===== src/rtl/cao_defines.svh =====
`ifndef CAO_DEFINES_SVH
`define CAO_DEFINES_SVH

// Opcode patterns and the masks that select the fixed bits of each family.
`define CAO_MASK_SRC 8'hF8
`define CAO_MASK_DST 8'hC7
`define CAO_MASK_RP 8'hCF
`define CAO_PAT_SBB 8'h98
`define CAO_PAT_AND 8'hA0
`define CAO_PAT_XOR 8'hA8
`define CAO_PAT_OR 8'hB0
`define CAO_PAT_INR 8'h04
`define CAO_PAT_DCR 8'h05
`define CAO_PAT_INX 8'h03
`define CAO_PAT_DCX 8'h0B
`define CAO_PAT_DAD 8'h09
`define CAO_OPC_SBI 8'hDE
`define CAO_OPC_ANI 8'hE6
`define CAO_OPC_XRI 8'hEE
`define CAO_OPC_ORI 8'hF6
`define CAO_OPC_DAA 8'h27

// Register field codes; code 6 names the byte addressed by the pointer pair.
`define CAO_REG_B 3'h0
`define CAO_REG_C 3'h1
`define CAO_REG_D 3'h2
`define CAO_REG_E 3'h3
`define CAO_REG_H 3'h4
`define CAO_REG_L 3'h5
`define CAO_REG_MEM 3'h6
`define CAO_REG_A 3'h7

// Pair field codes.
`define CAO_RP_BC 2'h0
`define CAO_RP_DE 2'h1
`define CAO_RP_HL 2'h2
`define CAO_RP_SP 2'h3

// Machine cycles and states of each form; one state is one clock.
`define CAO_ST_REG 5'h04
`define CAO_ST_MEM 5'h07
`define CAO_ST_IMM 5'h07
`define CAO_ST_INR 5'h05
`define CAO_ST_INR_MEM 5'h0A
`define CAO_ST_PAIR 5'h05
`define CAO_ST_DAD 5'h0A
`define CAO_ST_DAA 5'h04
`define CAO_MC_ONE 2'h1
`define CAO_MC_TWO 2'h2
`define CAO_MC_THREE 2'h3

// State at which a memory read is issued and the state its data is taken.
`define CAO_RD_ISSUE 5'h00
`define CAO_RD_TAKE 5'h02

// Decimal adjust constants.
`define CAO_BCD_LIMIT 4'h9
`define CAO_BCD_LO_STEP 8'h06
`define CAO_BCD_HI_STEP 8'h60

// Reset values and the load select code that writes the flags.
`define CAO_RST_BYTE 8'h00
`define CAO_RST_WORD 16'h0000
`define CAO_LOAD_FLAGS 3'h6

`endif


===== src/rtl/cao_pkg.sv =====
`default_nettype none
package cao_pkg;

  typedef enum logic [3:0] {
    CAO_OP_NONE = 4'h0,
    CAO_OP_SBB = 4'h1,
    CAO_OP_INR = 4'h2,
    CAO_OP_DCR = 4'h3,
    CAO_OP_INX = 4'h4,
    CAO_OP_DCX = 4'h5,
    CAO_OP_DAD = 4'h6,
    CAO_OP_DAA = 4'h7,
    CAO_OP_AND = 4'h8,
    CAO_OP_XOR = 4'h9,
    CAO_OP_OR = 4'hA
  } cao_op_t;

  typedef enum logic [1:0] {
    CAO_SRC_REG = 2'h0,
    CAO_SRC_MEM = 2'h1,
    CAO_SRC_IMM = 2'h2
  } cao_src_t;

  typedef enum logic [2:0] {
    CAO_ST_IDLE = 3'b001,
    CAO_ST_RUN = 3'b010,
    CAO_ST_END = 3'b100
  } cao_state_t;

endpackage
`default_nettype wire


===== src/rtl/cao_core.sv =====
`include "cao_defines.svh"
`default_nettype none
// Notes on behaviour
// - Borrow subtract takes operand and carry from accumulator, updates all five flags.
// - Register borrow subtract takes four states; pointer-addressed form takes seven.
// - Immediate borrow subtract uses byte two, seven states, all five flags.
// - Register plus or minus one: five states, flags except carry updated.
// - Memory plus one rewrites the pointed byte in ten states, carry kept.
// - Memory minus one rewrites the pointed byte in ten states, carry kept.
// - Pair plus one treats the pair as sixteen bits, five states, no flags.
// - Pair minus one treats the pair as sixteen bits, five states, no flags.
// - Pair sum into pointer sets carry from bit fifteen only, ten states.
// - Decimal adjust adds six when low nibble exceeds nine or half carry set.
// - Decimal adjust adds six to high nibble when above nine or carry set.
// - Decimal adjust flags follow the additions made; none made clears them.
// - Logical forms set flags from their result unless told otherwise.
// - AND forms write accumulator and clear carry and half carry.
// - Immediate AND takes seven states, register AND takes four.
// - Exclusive-OR forms write accumulator and clear carry and half carry.
// - Immediate and memory exclusive-OR take seven states, register form four.
// - Inclusive-OR forms write accumulator and clear carry and half carry.
// - Memory OR reads the pointed byte in seven states, register form four.
// - Memory AND and memory borrow subtract read the byte the pointer addresses.
// - Subtraction is two's complement; carry set on borrow, cleared otherwise.
module cao_core (
  input wire logic clk_sys_i,
  input wire logic resetn_i,
  input wire logic start_i,
  input wire logic [7:0] opcode_i,
  input wire logic [7:0] imm_i,
  input wire logic load_en_i,
  input wire logic [2:0] load_sel_i,
  input wire logic [7:0] load_data_i,
  input wire logic [7:0] mem_rdata_i,
  output logic busy_o,
  output logic done_o,
  output logic illegal_o,
  output logic [1:0] mcycles_o,
  output logic [15:0] mem_addr_o,
  output logic mem_rd_o,
  output logic mem_wr_o,
  output logic [7:0] mem_wdata_o,
  output logic [7:0] acc_o,
  output logic [15:0] pair_bc_o,
  output logic [15:0] pair_de_o,
  output logic [15:0] pair_hl_o,
  output logic [15:0] sp_o,
  output logic result_null_o,
  output logic negative_o,
  output logic even_ones_o,
  output logic carry_flag_o,
  output logic half_carry_flag_o
);

  function automatic cao_pkg::cao_op_t decode_op(input logic [7:0] opc);
    cao_pkg::cao_op_t op;
    op = cao_pkg::CAO_OP_NONE;
    if ((opc & `CAO_MASK_SRC) == `CAO_PAT_SBB || opc == `CAO_OPC_SBI) begin
      op = cao_pkg::CAO_OP_SBB;
    end else if ((opc & `CAO_MASK_SRC) == `CAO_PAT_AND || opc == `CAO_OPC_ANI) begin
      op = cao_pkg::CAO_OP_AND;
    end else if ((opc & `CAO_MASK_SRC) == `CAO_PAT_XOR || opc == `CAO_OPC_XRI) begin
      op = cao_pkg::CAO_OP_XOR;
    end else if ((opc & `CAO_MASK_SRC) == `CAO_PAT_OR || opc == `CAO_OPC_ORI) begin
      op = cao_pkg::CAO_OP_OR;
    end else if ((opc & `CAO_MASK_DST) == `CAO_PAT_INR) begin
      op = cao_pkg::CAO_OP_INR;
    end else if ((opc & `CAO_MASK_DST) == `CAO_PAT_DCR) begin
      op = cao_pkg::CAO_OP_DCR;
    end else if ((opc & `CAO_MASK_RP) == `CAO_PAT_INX) begin
      op = cao_pkg::CAO_OP_INX;
    end else if ((opc & `CAO_MASK_RP) == `CAO_PAT_DCX) begin
      op = cao_pkg::CAO_OP_DCX;
    end else if ((opc & `CAO_MASK_RP) == `CAO_PAT_DAD) begin
      op = cao_pkg::CAO_OP_DAD;
    end else if (opc == `CAO_OPC_DAA) begin
      op = cao_pkg::CAO_OP_DAA;
    end
    return op;
  endfunction

  function automatic cao_pkg::cao_src_t decode_src(input logic [7:0] opc);
    cao_pkg::cao_op_t op;
    cao_pkg::cao_src_t src;
    op = decode_op(opc);
    src = cao_pkg::CAO_SRC_REG;
    if (opc[7:6] == 2'b11) begin
      src = cao_pkg::CAO_SRC_IMM;
    end else if (opc[7:6] == 2'b10 && opc[2:0] == `CAO_REG_MEM) begin
      src = cao_pkg::CAO_SRC_MEM;
    end else if ((op == cao_pkg::CAO_OP_INR || op == cao_pkg::CAO_OP_DCR)
                 && opc[5:3] == `CAO_REG_MEM) begin
      src = cao_pkg::CAO_SRC_MEM;
    end
    return src;
  endfunction

  function automatic logic [4:0] state_count(input cao_pkg::cao_op_t op,
                                             input cao_pkg::cao_src_t src);
    logic [4:0] n;
    case (op)
      cao_pkg::CAO_OP_INR, cao_pkg::CAO_OP_DCR: begin
        n = (src == cao_pkg::CAO_SRC_MEM) ? `CAO_ST_INR_MEM : `CAO_ST_INR;
      end
      cao_pkg::CAO_OP_INX, cao_pkg::CAO_OP_DCX: n = `CAO_ST_PAIR;
      cao_pkg::CAO_OP_DAD: n = `CAO_ST_DAD;
      cao_pkg::CAO_OP_DAA: n = `CAO_ST_DAA;
      default: begin
        n = (src == cao_pkg::CAO_SRC_REG) ? `CAO_ST_REG : `CAO_ST_MEM;
      end
    endcase
    return n;
  endfunction

  function automatic logic [1:0] cycle_count(input logic [4:0] n);
    logic [1:0] m;
    case (n)
      `CAO_ST_MEM: m = `CAO_MC_TWO;
      `CAO_ST_DAD: m = `CAO_MC_THREE;
      default: m = `CAO_MC_ONE;
    endcase
    return m;
  endfunction

  cao_pkg::cao_state_t state;
  cao_pkg::cao_op_t op;
  cao_pkg::cao_src_t src;
  logic [7:0] opc;
  logic [7:0] operand;
  logic [4:0] count;
  logic [4:0] last;
  logic [7:0] gpr [0:7];
  logic [15:0] sp;
  logic fl_null;
  logic fl_neg;
  logic fl_even;
  logic fl_cy;
  logic fl_ac;
  logic [15:0] hl;
  logic [15:0] sel_pair;
  logic [7:0] sel_src;
  logic [7:0] alu_a;
  logic [7:0] alu_b;
  logic [7:0] alu_res;
  logic alu_null;
  logic alu_neg;
  logic alu_even;
  logic alu_cy;
  logic alu_ac;
  logic [15:0] pair_res;
  logic pair_cy;
  logic commit;
  logic take;
  cao_pkg::cao_op_t next_op;
  cao_pkg::cao_src_t next_src;

  assign hl = {gpr[`CAO_REG_H], gpr[`CAO_REG_L]};
  assign next_op = decode_op(opcode_i);
  assign next_src = decode_src(opcode_i);
  assign take = (state == cao_pkg::CAO_ST_IDLE) && start_i;
  assign commit = (state == cao_pkg::CAO_ST_RUN) && (count == last);

  always_comb begin
    case (opc[5:4])
      `CAO_RP_BC: sel_pair = {gpr[`CAO_REG_B], gpr[`CAO_REG_C]};
      `CAO_RP_DE: sel_pair = {gpr[`CAO_REG_D], gpr[`CAO_REG_E]};
      `CAO_RP_HL: sel_pair = hl;
      default: sel_pair = sp;
    endcase
    if (src == cao_pkg::CAO_SRC_REG) begin
      sel_src = gpr[opc[2:0]];
    end else begin
      sel_src = operand;
    end
    if (op == cao_pkg::CAO_OP_INR || op == cao_pkg::CAO_OP_DCR) begin
      alu_a = (src == cao_pkg::CAO_SRC_MEM) ? operand : gpr[opc[5:3]];
    end else begin
      alu_a = gpr[`CAO_REG_A];
    end
    alu_b = sel_src;
  end

  cao_alu u_alu (
    .op_i(op),
    .a_i(alu_a),
    .b_i(alu_b),
    .carry_i(fl_cy),
    .half_carry_i(fl_ac),
    .result_o(alu_res),
    .result_null_o(alu_null),
    .negative_o(alu_neg),
    .even_ones_o(alu_even),
    .carry_o(alu_cy),
    .half_carry_o(alu_ac)
  );

  cao_pair u_pair (
    .op_i(op),
    .x_i((op == cao_pkg::CAO_OP_DAD) ? hl : sel_pair),
    .y_i(sel_pair),
    .result_o(pair_res),
    .carry_o(pair_cy)
  );

  // Sequencer: one state per clock, commit on the last state of the form.
  always_ff @(posedge clk_sys_i or negedge resetn_i) begin
    if (!resetn_i) begin
      state <= cao_pkg::CAO_ST_IDLE;
      count <= 5'h00;
    end else begin
      case (state)
        cao_pkg::CAO_ST_IDLE: begin
          count <= 5'h00;
          if (take && next_op != cao_pkg::CAO_OP_NONE) begin
            state <= cao_pkg::CAO_ST_RUN;
          end
        end
        cao_pkg::CAO_ST_RUN: begin
          count <= count + 5'h01;
          if (commit) begin
            state <= cao_pkg::CAO_ST_END;
          end
        end
        cao_pkg::CAO_ST_END: state <= cao_pkg::CAO_ST_IDLE;
        default: state <= cao_pkg::CAO_ST_IDLE;
      endcase
    end
  end

  // Instruction capture.
  always_ff @(posedge clk_sys_i or negedge resetn_i) begin
    if (!resetn_i) begin
      opc <= `CAO_RST_BYTE;
      op <= cao_pkg::CAO_OP_NONE;
      src <= cao_pkg::CAO_SRC_REG;
      last <= 5'h00;
      mcycles_o <= 2'h0;
    end else if (take) begin
      opc <= opcode_i;
      op <= next_op;
      src <= next_src;
      last <= state_count(next_op, next_src) - 5'h01;
      mcycles_o <= cycle_count(state_count(next_op, next_src));
    end
  end

  // Operand latch: immediate byte at start, memory byte two states after the read.
  always_ff @(posedge clk_sys_i or negedge resetn_i) begin
    if (!resetn_i) begin
      operand <= `CAO_RST_BYTE;
    end else if (take) begin
      operand <= imm_i;
    end else if (state == cao_pkg::CAO_ST_RUN && src == cao_pkg::CAO_SRC_MEM
                 && count == `CAO_RD_TAKE) begin
      operand <= mem_rdata_i;
    end
  end

  // Memory port, always addressed by the pointer pair.
  always_ff @(posedge clk_sys_i or negedge resetn_i) begin
    if (!resetn_i) begin
      mem_addr_o <= `CAO_RST_WORD;
      mem_rd_o <= 1'b0;
      mem_wr_o <= 1'b0;
      mem_wdata_o <= `CAO_RST_BYTE;
    end else begin
      mem_addr_o <= hl;
      mem_rd_o <= (state == cao_pkg::CAO_ST_RUN) && (src == cao_pkg::CAO_SRC_MEM)
                  && (count == `CAO_RD_ISSUE);
      mem_wr_o <= commit && (src == cao_pkg::CAO_SRC_MEM)
                  && (op == cao_pkg::CAO_OP_INR || op == cao_pkg::CAO_OP_DCR);
      if (commit) begin
        mem_wdata_o <= alu_res;
      end
    end
  end

  // Register file and stack pointer.
  always_ff @(posedge clk_sys_i or negedge resetn_i) begin
    if (!resetn_i) begin
      for (int i = 0; i < 8; i++) begin
        gpr[i] <= `CAO_RST_BYTE;
      end
      sp <= `CAO_RST_WORD;
    end else if (commit) begin
      case (op)
        cao_pkg::CAO_OP_SBB, cao_pkg::CAO_OP_AND, cao_pkg::CAO_OP_XOR, cao_pkg::CAO_OP_OR,
        cao_pkg::CAO_OP_DAA: begin
          gpr[`CAO_REG_A] <= alu_res;
        end
        cao_pkg::CAO_OP_INR, cao_pkg::CAO_OP_DCR: begin
          if (src == cao_pkg::CAO_SRC_REG) begin
            gpr[opc[5:3]] <= alu_res;
          end
        end
        cao_pkg::CAO_OP_DAD: begin
          gpr[`CAO_REG_H] <= pair_res[15:8];
          gpr[`CAO_REG_L] <= pair_res[7:0];
        end
        cao_pkg::CAO_OP_INX, cao_pkg::CAO_OP_DCX: begin
          case (opc[5:4])
            `CAO_RP_BC: {gpr[`CAO_REG_B], gpr[`CAO_REG_C]} <= pair_res;
            `CAO_RP_DE: {gpr[`CAO_REG_D], gpr[`CAO_REG_E]} <= pair_res;
            `CAO_RP_HL: {gpr[`CAO_REG_H], gpr[`CAO_REG_L]} <= pair_res;
            default: sp <= pair_res;
          endcase
        end
        default: sp <= sp;
      endcase
    end else if (load_en_i && state == cao_pkg::CAO_ST_IDLE
                 && load_sel_i != `CAO_LOAD_FLAGS) begin
      gpr[load_sel_i] <= load_data_i;
    end
  end

  // Condition flags.
  always_ff @(posedge clk_sys_i or negedge resetn_i) begin
    if (!resetn_i) begin
      {fl_null, fl_neg, fl_even, fl_cy, fl_ac} <= 5'h00;
    end else if (commit) begin
      case (op)
        cao_pkg::CAO_OP_INX, cao_pkg::CAO_OP_DCX: fl_cy <= fl_cy;
        cao_pkg::CAO_OP_DAD: fl_cy <= pair_cy;
        default: begin
          fl_null <= alu_null;
          fl_neg <= alu_neg;
          fl_even <= alu_even;
          fl_cy <= alu_cy;
          fl_ac <= alu_ac;
        end
      endcase
    end else if (load_en_i && state == cao_pkg::CAO_ST_IDLE
                 && load_sel_i == `CAO_LOAD_FLAGS) begin
      {fl_null, fl_neg, fl_even, fl_cy, fl_ac} <= load_data_i[4:0];
    end
  end

  // Status pulses.
  always_ff @(posedge clk_sys_i or negedge resetn_i) begin
    if (!resetn_i) begin
      done_o <= 1'b0;
      illegal_o <= 1'b0;
    end else begin
      done_o <= commit;
      illegal_o <= take && (next_op == cao_pkg::CAO_OP_NONE);
    end
  end

  assign busy_o = (state != cao_pkg::CAO_ST_IDLE);
  assign acc_o = gpr[`CAO_REG_A];
  assign pair_bc_o = {gpr[`CAO_REG_B], gpr[`CAO_REG_C]};
  assign pair_de_o = {gpr[`CAO_REG_D], gpr[`CAO_REG_E]};
  assign pair_hl_o = hl;
  assign sp_o = sp;
  assign result_null_o = fl_null;
  assign negative_o = fl_neg;
  assign even_ones_o = fl_even;
  assign carry_flag_o = fl_cy;
  assign half_carry_flag_o = fl_ac;

endmodule
`default_nettype wire


===== src/rtl/cao_alu.sv =====
`include "cao_defines.svh"
`default_nettype none
module cao_alu (
  input wire cao_pkg::cao_op_t op_i,
  input wire logic [7:0] a_i,
  input wire logic [7:0] b_i,
  input wire logic carry_i,
  input wire logic half_carry_i,
  output logic [7:0] result_o,
  output logic result_null_o,
  output logic negative_o,
  output logic even_ones_o,
  output logic carry_o,
  output logic half_carry_o
);

  logic [8:0] sum;
  logic [4:0] low;
  logic [7:0] step1;
  logic fix_lo;
  logic fix_hi;
  logic kill_flags;

  always_comb begin
    sum = 9'h000;
    low = 5'h00;
    step1 = a_i;
    fix_lo = 1'b0;
    fix_hi = 1'b0;
    kill_flags = 1'b0;
    result_o = a_i;
    carry_o = carry_i;
    half_carry_o = half_carry_i;
    case (op_i)
      cao_pkg::CAO_OP_SBB: begin
        sum = {1'b0, a_i} + {1'b0, ~b_i} + {8'h00, ~carry_i};
        low = {1'b0, a_i[3:0]} + {1'b0, ~b_i[3:0]} + {4'h0, ~carry_i};
        result_o = sum[7:0];
        carry_o = ~sum[8];
        half_carry_o = low[4];
      end
      cao_pkg::CAO_OP_INR: begin
        result_o = a_i + 8'h01;
        half_carry_o = (a_i[3:0] == 4'hF);
      end
      cao_pkg::CAO_OP_DCR: begin
        result_o = a_i - 8'h01;
        half_carry_o = (a_i[3:0] != 4'h0);
      end
      cao_pkg::CAO_OP_AND: begin
        result_o = a_i & b_i;
        carry_o = 1'b0;
        half_carry_o = 1'b0;
      end
      cao_pkg::CAO_OP_XOR: begin
        result_o = a_i ^ b_i;
        carry_o = 1'b0;
        half_carry_o = 1'b0;
      end
      cao_pkg::CAO_OP_OR: begin
        result_o = a_i | b_i;
        carry_o = 1'b0;
        half_carry_o = 1'b0;
      end
      cao_pkg::CAO_OP_DAA: begin
        fix_lo = (a_i[3:0] > `CAO_BCD_LIMIT) || half_carry_i;
        sum = fix_lo ? {1'b0, a_i} + {1'b0, `CAO_BCD_LO_STEP} : {1'b0, a_i};
        low = {1'b0, a_i[3:0]} + {1'b0, 4'(`CAO_BCD_LO_STEP)};
        step1 = sum[7:0];
        fix_hi = (step1[7:4] > `CAO_BCD_LIMIT) || carry_i;
        half_carry_o = fix_lo & low[4];
        carry_o = sum[8];
        sum = fix_hi ? {1'b0, step1} + {1'b0, `CAO_BCD_HI_STEP} : {1'b0, step1};
        result_o = sum[7:0];
        carry_o = carry_o | (fix_hi & sum[8]);
        kill_flags = ~fix_lo & ~fix_hi;
        if (kill_flags) begin
          carry_o = 1'b0;
          half_carry_o = 1'b0;
        end
      end
      default: begin
        result_o = a_i;
      end
    endcase
    result_null_o = ~kill_flags & (result_o == 8'h00);
    negative_o = ~kill_flags & result_o[7];
    even_ones_o = ~kill_flags & ~(^result_o);
  end

endmodule
`default_nettype wire


===== src/rtl/cao_pair.sv =====
`include "cao_defines.svh"
`default_nettype none
module cao_pair (
  input wire cao_pkg::cao_op_t op_i,
  input wire logic [15:0] x_i,
  input wire logic [15:0] y_i,
  output logic [15:0] result_o,
  output logic carry_o
);

  logic [16:0] sum;

  always_comb begin
    sum = {1'b0, x_i};
    case (op_i)
      cao_pkg::CAO_OP_INX: sum = {1'b0, x_i} + 17'h00001;
      cao_pkg::CAO_OP_DCX: sum = {1'b0, x_i} - 17'h00001;
      cao_pkg::CAO_OP_DAD: sum = {1'b0, x_i} + {1'b0, y_i};
      default: sum = {1'b0, x_i};
    endcase
    result_o = sum[15:0];
    carry_o = sum[16];
  end

endmodule
`default_nettype wire


===== config.mk =====
export PLATFORM = sky130hd
export DESIGN_NAME = cao_core
export DESIGN_NICKNAME = d
export VERILOG_FILES = /design/src/rtl/cao_pkg.sv /design/src/rtl/cao_core.sv /design/src/rtl/cao_alu.sv /design/src/rtl/cao_pair.sv
export VERILOG_INCLUDE_DIRS = /design/src /design/src/rtl
export SDC_FILE = /design/constraint.sdc
export NUM_CORES = 1
export LEC_CHECK = 0
export BUFFER_PORTS_ARGS = -buffer_cell sky130_fd_sc_hd__buf_4
export CELL_PAD_IN_SITES_DETAIL_PLACEMENT = 0
export CELL_PAD_IN_SITES_GLOBAL_PLACEMENT = 1
export CORE_ASPECT_RATIO = 2
export CORE_MARGIN = 4
export CORE_UTILIZATION = 40
export DETAILED_ROUTE_END_ITERATION = 12
export GPL_ROUTABILITY_DRIVEN = 0
export HOLD_SLACK_MARGIN = 0.06
export PLACE_DENSITY = 0.82
export RECOVER_POWER = 100
export SLEW_MARGIN = 40
export SYNTH_ARGS = -nofsm -noshare
export SYNTH_HDL_FRONTEND = slang
export SYNTH_HIERARCHICAL = 1
export SYNTH_SLANG_ARGS = --single-unit

===== constraint.sdc =====
create_clock -name clk_sys_i -period 11.85 [get_ports clk_sys_i]
set_input_delay 1.185 -clock clk_sys_i [delete_from_list [all_inputs] [get_ports clk_sys_i]]
set_output_delay 1.185 -clock clk_sys_i [all_outputs]
set_load 0.05 [all_outputs]

==> Flow_metrics.wiki, run 1 <==
{| class="wikitable"
! Metric !! Value
|-
| Run status || complete, but fails checks
|-
| Violations in the final reports || capacitance limit, slew limit
|-
| Maximum buffer depth of the clock tree || 2
|-
| Number of instances resized during post-cts repair || 0
|-
| Count of boundary I/O pins || 147
|-
| Fin Clk Skew || 0.0130 ns
|-
| Total Die Area || between 0.03 and 0.04 mm²
|-
| Clock network latency to the later pin of the worst-skew pair || 0.45 ns
|-
| Number of buffers and inverters on the critical path || 2
|-
| Final-layout worst hold slack || 0.477 ns
|-
| Switching share of total power || 47.8%
|-
| DR WL/cell || 27.3 µm
|-
| Synthesized-area fraction occupied by ao, oa, aoi and oai cells || 19.8%
|-
| Combinational family with the most area after synthesis || compound AO/OA/AOI/OAI gates
|-
| Final sum of negative setup slack || 0 ns
|-
| Post-synthesis instance area || between 0.01 and 0.015 mm²
|-
| DRT Wirelength || 52200 µm
|-
| Fraction of the yosys area taken by sequential cells || between 20% and 30%
|-
| Sequential power share || 29.3%
|-
| Area share of fa/ha/maj cells after synthesis || 5.96%
|-
| Final Setup Violations || 0
|-
| Count of hold buffers inserted by post-cts repair || 0
|-
| Tightest slew margin relative to the limit || -211%
|-
| Crit path DAT || 7.30 ns
|-
| Setup WS pre-CTS || 5.89 ns
|-
| Multiplexer share of the synthesized area || between 15 and 20%
|-
| Cell with the most instances on the worst path || sky130_fd_sc_hd__clkbuf_1
|-
| Relative contribution of combinational cells to total power || between 40% and 50%
|-
| Placement Rows || between 90 and 100
|-
| Fillers || around 3300
|-
| Slowest-stage cell, CP || sky130_fd_sc_hd__clkbuf_1
|-
| Post-Synth Simple-Gate Area || 17.5%
|-
| Syn nets || 1534
|-
| Worst supply voltage drop on vdd || 0.106 mV
|-
| Hold Violations, Final || 0
|-
| WP data required || 11.56 ns
|-
| Synth Instances || 1435
|-
| Minimum period implied by the final worst setup slack || 7.59 ns
|-
| Post-route DRC || 0
|-
| Synth Area per Inst || roughly 9.1 µm²
|-
| Startpoint Class || input port
|-
| Slack of the critical path || about 4.3 ns
|-
| Kind of cell adding the most delay to the critical path || buffers and inverters
|-
| Worst min path class || flip-flop to flip-flop
|-
| Cell-internal power || 1.21 mW
|-
| Count of inserted antenna diode cells || 0
|-
| CP Max Fanout || 82
|-
| Layout cell share with drive strength beyond 1 || between 15 and 20%
|-
| Maximum number of pins on one net before global-route repair || between 80 and 90
|-
| XOR/XNOR Fraction of Synth Area || 1.94%
|-
| Root buffer selected by CTS || sky130_fd_sc_hd__clkbuf_16
|-
| Setup bufs post-CTS || 0
|-
| Number of warnings issued by yosys || 6
|-
| Number of synthesized flops with an enable pin || 0
|-
| Via count || approximately 12000
|-
| Vias/cell || 6.41
|-
| Slowest stage delay, CP || 3.21 ns
|-
| Post-synthesis register bit count || ~150
|-
| Initial Utilization || 40.6%
|-
| Maxcap violations || 6
|-
| Count of antenna-violating nets left after detailed routing || 0
|-
| Switching power total || 1.11 mW
|-
| # port buffers || around 150
|-
| Total global-route track usage || 29.1%
|-
| F_max || 0.132 GHz
|-
| Fraction of the core area covered by cells at the end of the flow || 44.2%
|-
| Period utilisation layout || 64.0%
|-
| Initial DRT Pass Iterations || 6
|-
| Residual overflow from global routing || 0
|-
| CP cell instances || clkbuf_1 -> clkbuf_1
|-
| Cell variety after synth || 110
|-
| RSZ-0062 raised after global routing || false
|-
| Starting DRT DRC Count || between 1000 and 1500
|-
| Wire length of the first global-routing pass || 77900 µm
|-
| Clock power frac || 23.4%
|-
| Width of the die || 136 µm
|-
| Fraction of registers with async set or reset after synthesis || 100%
|-
| Total power per unit cell area || 163 mW/mm²
|-
| Lkg Pwr || around 6.2 nW
|-
| Total number of clock tree sinks || about 150
|-
| Cts bufs inserted || 17
|-
| Endpoint class of the critical path || async pin
|-
| Cell count after placement || roughly 1900
|-
| Critical path class || input port to async pin
|-
| Vertical die dimension || 264 µm
|-
| Initial antenna violation count || 0
|-
| Vias in the first global route || 12400
|-
| Commonest register cell after synthesis || sky130_fd_sc_hd__dfrtp_1
|-
| Final layout net count || 1568
|-
| Worst Tran Pin Value || roughly 4.7 ns
|-
| DPL Wire Length || 39000 µm
|-
| Clock H-tree levels || 4
|-
| Slew Viols, Final || 277
|-
| TritonCTS clock tree || done
|-
| Core outline area || around 0.032 mm²
|-
| Area Overhead vs Synth || 8.85%
|-
| Final std cells w/o fill || 1909
|-
| Clock transition at path regs || about 0.06 ns
|}
-- layout make-up --
type	instances	area (µm²)	area share (%)
multi-input combinational	1069	8350	58.5
sequential	148	3710	26.0
timing repair buffer	174	878	6.16
tap	427	534	3.75
clock buffer	18	429	3.01
inverter	59	221	1.55
clock inverter	14	141	0.992
-- path summary, 6_finish.rpt --
path / startpoint / endpoint / slack (ns) / cells past startpoint
max: resetn_i / even_ones_o / 4.26 / 2
min: mcycles_o[0] / mcycles_o[0] / 0.48 / 2
max reg2reg: opc[4] / pair_hl_o[7] / 4.63 / 17
min reg2reg: mcycles_o[0] / mcycles_o[0] / 0.48 / 2
max in group clk_sys_i: opc[4] / pair_hl_o[7] / 4.63 / 17
min in group asynchronous: resetn_i / mem_addr_o[1] / 2.39 / 1
-- sequential cells by signal, indices dropped and copies added, names as in the netlist, 4 cells and up --
| signal | count |
|---|---|
| pair_bc_o | 16 |
| op | 4 |
| pair_hl_o | 16 |
| opc | 6 |
| pair_de_o | 16 |
| last | 5 |
| gpr | 8 |
| mem_wdata_o | 8 |
| count | 5 |
| acc_o | 8 |
| operand | 8 |
| sp_o | 16 |
| mem_addr_o | 16 |
-- layer usage --
layer  global-route usage (%)  wire (µm)  up-vias
met5                        0          0        -
met4                     23.0       5390        0
met3                     5.13       3230      294
met2                     51.4      26700      680
met1                     29.3      16900     5947
li1                         -          -     5321
-- tightest hold or removal path, cell delays in order (launching register included) --
cell and delay (ns):
sky130_fd_sc_hd__dfrtp_1 0.34, sky130_fd_sc_hd__nand2_1 0.04, sky130_fd_sc_hd__o21ai_0 0.06
-- layout by cell type, fill, tap and decap left out, types with 18 or more instances in the layout --
master                       n
sky130_fd_sc_hd__nor2_1     63
sky130_fd_sc_hd__nand3_1    20
sky130_fd_sc_hd__o21ai_0    85
sky130_fd_sc_hd__a21o_1     23
sky130_fd_sc_hd__clkbuf_1  115
sky130_fd_sc_hd__nand2b_1   27
sky130_fd_sc_hd__o22ai_1    18
sky130_fd_sc_hd__nand4_1    25
sky130_fd_sc_hd__nor3_1     27
sky130_fd_sc_hd__buf_4      59
sky130_fd_sc_hd__mux2_1     20
sky130_fd_sc_hd__mux4_2     31
sky130_fd_sc_hd__a21oi_1    82
sky130_fd_sc_hd__inv_1      56
sky130_fd_sc_hd__o211ai_1   26
sky130_fd_sc_hd__mux2i_1    53
sky130_fd_sc_hd__nand2_1   133
sky130_fd_sc_hd__dfrtp_1   146
sky130_fd_sc_hd__mux2_2     73
sky130_fd_sc_hd__ha_1       56
-- cells in the mapped netlist, types with 10 or more instances --
library cell	number	area share [%]
sky130_fd_sc_hd__o21ai_1	11	0.42
sky130_fd_sc_hd__a211o_1	16	1.1
sky130_fd_sc_hd__xor2_1	14	0.94
sky130_fd_sc_hd__a221oi_1	10	0.67
sky130_fd_sc_hd__and4_1	18	1.2
sky130_fd_sc_hd__buf_2	28	1.1
sky130_fd_sc_hd__nand3_1	20	0.76
sky130_fd_sc_hd__a31oi_1	13	0.62
sky130_fd_sc_hd__nor2b_1	14	0.67
sky130_fd_sc_hd__nor3b_1	13	0.75
sky130_fd_sc_hd__buf_4	59	3.4
sky130_fd_sc_hd__a21o_1	23	1.3
sky130_fd_sc_hd__o22ai_1	18	0.86
sky130_fd_sc_hd__nand3b_1	10	0.57
sky130_fd_sc_hd__nor3_1	28	1.1
sky130_fd_sc_hd__nor2_1	63	1.8
sky130_fd_sc_hd__a21oi_1	84	3.2
sky130_fd_sc_hd__and2_1	16	0.76
sky130_fd_sc_hd__buf_1	14	0.40
sky130_fd_sc_hd__nand4_1	25	1.2
sky130_fd_sc_hd__xnor2_1	15	1.0
sky130_fd_sc_hd__ha_1	56	5.3
sky130_fd_sc_hd__o211ai_1	26	1.5
sky130_fd_sc_hd__mux2_2	76	6.5
sky130_fd_sc_hd__mux4_2	31	5.3
sky130_fd_sc_hd__nand2_1	132	3.8
sky130_fd_sc_hd__dfrtp_1	147	28
sky130_fd_sc_hd__mux2i_1	53	4.1
sky130_fd_sc_hd__clkbuf_1	50	1.4
sky130_fd_sc_hd__inv_1	55	1.6
sky130_fd_sc_hd__mux2_1	11	0.95
sky130_fd_sc_hd__o21ai_0	83	3.2
sky130_fd_sc_hd__nand2b_1	27	1.3
-- per-stage QoR --
stage | power [mW] | cell area (µm²)
floorplan | 1.47 | 13100
global placement | 1.79 | 14100
detailed placement | 1.81 | 14100
CTS | 2.36 | 14700
global route | 2.43 | 14300
finish | 2.33 | 14300
-- power groups by stage --
stage / Combinational, mW / Sequential [mW] / Clock, mW
2_1_floorplan: 0.754 / 0.714 / 0
3_3_place_gp: 1.10 / 0.686 / 0
3_5_place_dp: 1.12 / 0.688 / 0
4_1_cts: 1.13 / 0.679 / 0.553
5_1_grt: 1.16 / 0.690 / 0.572
6_report: 1.10 / 0.683 / 0.545
-- cell families after synthesis --
kind of cell | count (synthesis)
fa+ha+maj | 60
buf+inv | 218
mux | 180
xor+xnor | 29
compound gates | 380
flops | 148
simple gates | 420
Power figures use the tool's default switching activity.
==> run 2, diff against run 1 <==
Settings changed: PLACE_DENSITY 0.82 to 0.85.
Clock period 11.85 ns to 6.4 ns, I/O delays scaled along.
==> Flow_metrics.wiki, run 2 (synthesized netlist as in run 1, its figures left out) <==
{| class="wikitable"
! Metric !! Value
|-
| Starting DRT DRC Count || 1361 (was 1092)
|-
| Kind of cell adding the most delay to the critical path || buffers and inverters (unchanged)
|-
| CP cell instances || or3b_1 -> nor2_4 -> clkbuf_1 -> nand2_2 -> inv_1 -> and3_1 -> mux2_2 (was clkbuf_1 -> clkbuf_1)
|-
| Lkg Pwr || 6.24 nW (was 6.18 nW)
|-
| Via count || 12400 (was 12200)
|-
| Wire length of the first global-routing pass || 78200 µm (was 77900 µm)
|-
| Slack of the critical path || 0.642 ns (was 4.26 ns)
|-
| Slew Viols, Final || 210 (was 277)
|-
| Residual overflow from global routing || 0 (unchanged)
|-
| Worst Tran Pin Value || 3.26 ns (was 4.66 ns)
|-
| Register-to-register path setup slack || 0.64 ns (was 4.63 ns)
|-
| TritonCTS clock tree || done (unchanged)
|-
| WP data required || 6.72 ns (was 11.56 ns)
|-
| Clock transition at path regs || 0.07 ns (was 0.06 ns)
|-
| Tightest slew margin relative to the limit || -118% (was -211%)
|-
| DR WL/cell || 27.7 µm (was 27.3 µm)
|-
| CP Max Fanout || 57 (was 82)
|-
| # port buffers || 146 (unchanged)
|-
| Final layout net count || 1575 (was 1568)
|-
| Core outline area || 0.0322 mm² (unchanged)
|-
| Post-route DRC || 0 (unchanged)
|-
| Total global-route track usage || 29.4% (was 29.1%)
|-
| Fin Clk Skew || 0.0117 ns (was 0.0130 ns)
|-
| Most frequent standard cell in the layout excluding fill and tap cells || sky130_fd_sc_hd__dfrtp_1 (unchanged)
|-
| Count of hold buffers inserted by post-cts repair || 0 (unchanged)
|-
| Setup bufs post-CTS || 0 (unchanged)
|-
| Number of instances resized during post-cts repair || 0 (unchanged)
|-
| Worst supply voltage drop on vdd || 0.209 mV (was 0.106 mV)
|-
| Number of buffers and inverters on the critical path || 2 (unchanged)
|-
| Hold Violations, Final || 0 (unchanged)
|-
| Cts bufs inserted || 17 (unchanged)
|-
| Width of the die || 136 µm (unchanged)
|-
| Critical path class || flip-flop to flip-flop (was input port to async pin)
|-
| Total power per unit cell area || 308 mW/mm² (was 163 mW/mm²)
|-
| Final Cell Area || 0.0143 mm² (about the same)
|-
| Setup WS pre-CTS || 1.46 ns (was 5.89 ns)
|-
| Count of boundary I/O pins || 147 (unchanged)
|-
| Minimum period implied by the final worst setup slack || 5.76 ns
|-
| Crit path DAT || 6.08 ns (was 7.30 ns)
|-
| Worst min path class || input port to flip-flop (was flip-flop to flip-flop)
|-
| Final Setup Violations || 0 (unchanged)
|-
| Run status || complete, but fails checks (unchanged)
|-
| Violations in the final reports || capacitance limit, slew limit (unchanged)
|-
| Placement-stage cell area || 0.0142 mm² (was 0.0141 mm²)
|-
| Fillers || 3202 (was 3257)
|-
| Placement Rows || 93 (unchanged)
|-
| Total number of clock tree sinks || 148 (unchanged)
|-
| Final sum of negative setup slack || 0 ns (unchanged)
|-
| Vias in the first global route || 12700 (was 12400)
|-
| Slowest stage delay, CP || 1.91 ns (was 3.21 ns)
|-
| Maximum buffer depth of the clock tree || 2 (unchanged)
|-
| Period utilisation layout || 90.0%
|-
| Maximum number of pins on one net before global-route repair || 58 (was 83)
|-
| Highest-count cells in the layout ignoring fill and taps || sky130_fd_sc_hd__dfrtp_1, sky130_fd_sc_hd__nand2_1, sky130_fd_sc_hd__clkbuf_1, sky130_fd_sc_hd__a21oi_1, sky130_fd_sc_hd__o21ai_0 (was sky130_fd_sc_hd__dfrtp_1, sky130_fd_sc_hd__nand2_1, sky130_fd_sc_hd__clkbuf_1, sky130_fd_sc_hd__o21ai_0, sky130_fd_sc_hd__a21oi_1)
|-
| Fraction of the core area covered by cells at the end of the flow || 44.3% (was 44.2%)
|-
| Endpoint class of the critical path || flip-flop (was async pin)
|-
| Count of antenna-violating nets left after detailed routing || 0 (unchanged)
|-
| DRT Wirelength || 53100 µm (was 52200 µm)
|-
| Startpoint Class || flip-flop (was input port)
|-
| Area used by multi-input combinational logic || 0.00828 mm² (was 0.00835 mm²)
|-
| F_max || 0.174 GHz
|-
| Layout cell share with drive strength beyond 1 || 17.5% (about the same)
|-
| Maxcap violations || 5 (was 6)
|-
| Clock network latency to the later pin of the worst-skew pair || 0.45 ns (about the same)
|-
| Total power draw || 4.41 mW (was 2.33 mW)
|-
| Area Overhead vs Synth || 9.11% (was 8.85%)
|-
| Vias/cell || 6.46 (was 6.41)
|-
| DPL Wire Length || 39700 µm (was 39000 µm)
|-
| Initial antenna violation count || 2 (was 0)
|-
| Total Die Area || 0.0359 mm² (unchanged)
|-
| Initial Utilization || 40.6% (unchanged)
|-
| Vertical die dimension || 264 µm (unchanged)
|-
| Slowest-stage cell, CP || sky130_fd_sc_hd__clkbuf_1 (unchanged)
|-
| FF+latch area || 0.00371 mm² (about the same)
|-
| RSZ-0062 raised after global routing || false (unchanged)
|-
| Clock H-tree levels || 4 (unchanged)
|-
| Initial DRT Pass Iterations || 6 (unchanged)
|-
| Root buffer selected by CTS || sky130_fd_sc_hd__clkbuf_16 (unchanged)
|}
[run 2: cell types whose count changed in the layout (fill, tap and decap cells not counted), moves of 3 or more]
| cell | change |
|---|---|
| sky130_fd_sc_hd__and2_0 | -4 |
| sky130_fd_sc_hd__o21ai_1 | +3 |
| sky130_fd_sc_hd__a21oi_1 | +5 |
| sky130_fd_sc_hd__a21oi_2 | -3 |
| sky130_fd_sc_hd__clkinvlp_4 | -3 |
| sky130_fd_sc_hd__buf_4 | +4 |
| sky130_fd_sc_hd__inv_8 | +3 |
| sky130_fd_sc_hd__and2_1 | +4 |
[run 2: cell type report]
| type | instances | share of cell area [%] |
|---|---|---|
| clock buffer | 17 | 2.98 |
| antenna | 1 | 0.0175 |
| timing repair buffer | 181 | 6.43 |
| multi-input combinational | 1069 | 57.9 |
| inverter | 59 | 1.55 |
| clock inverter | 15 | 1.43 |
| sequential | 148 | 25.9 |
| tap | 427 | 3.74 |
[run 2: per-stage QoR]
stage | std cells | hold WS (ns)
after detailed placement | 1883 | 0.466
final | 1917 | 0.472
after floorplan | 1435 | 0.344
after global routing | 1917 | 0.464
after CTS | 1915 | 0.178
after global placement | 1882 | 0.466
[run 2: final timing paths]
check                           depth (start not counted)             end           start
worst min register to register                          2  mem_wdata_o[3]  mem_wdata_o[3]
worst min-delay path                                    2          src[0]     opcode_i[6]
max in group asynchronous                               2          opc[1]        resetn_i
min in group asynchronous                               1        acc_o[4]        resetn_i
worst max-delay path                                    7         gpr[15]        state[2]
worst max register to register                          7         gpr[15]        state[2]
[run 2: where the power goes]
group	leakage, nW	internal [mW]	switching [mW]
sequential	1.94	1.06	0.236
clock	0.313	0.633	0.476
combinational	3.99	0.642	1.36
total	6.24	2.34	2.07
[run 2: per-layer routing]
layer / track usage, % / routed length (µm) / up-vias
li1: - / - / 5327
met1: 28.6 / 16500 / 5977
met2: 52.2 / 27200 / 772
met3: 5.66 / 3620 / 301
met4: 24.7 / 5770 / 0
met5: 0 / 0 / -
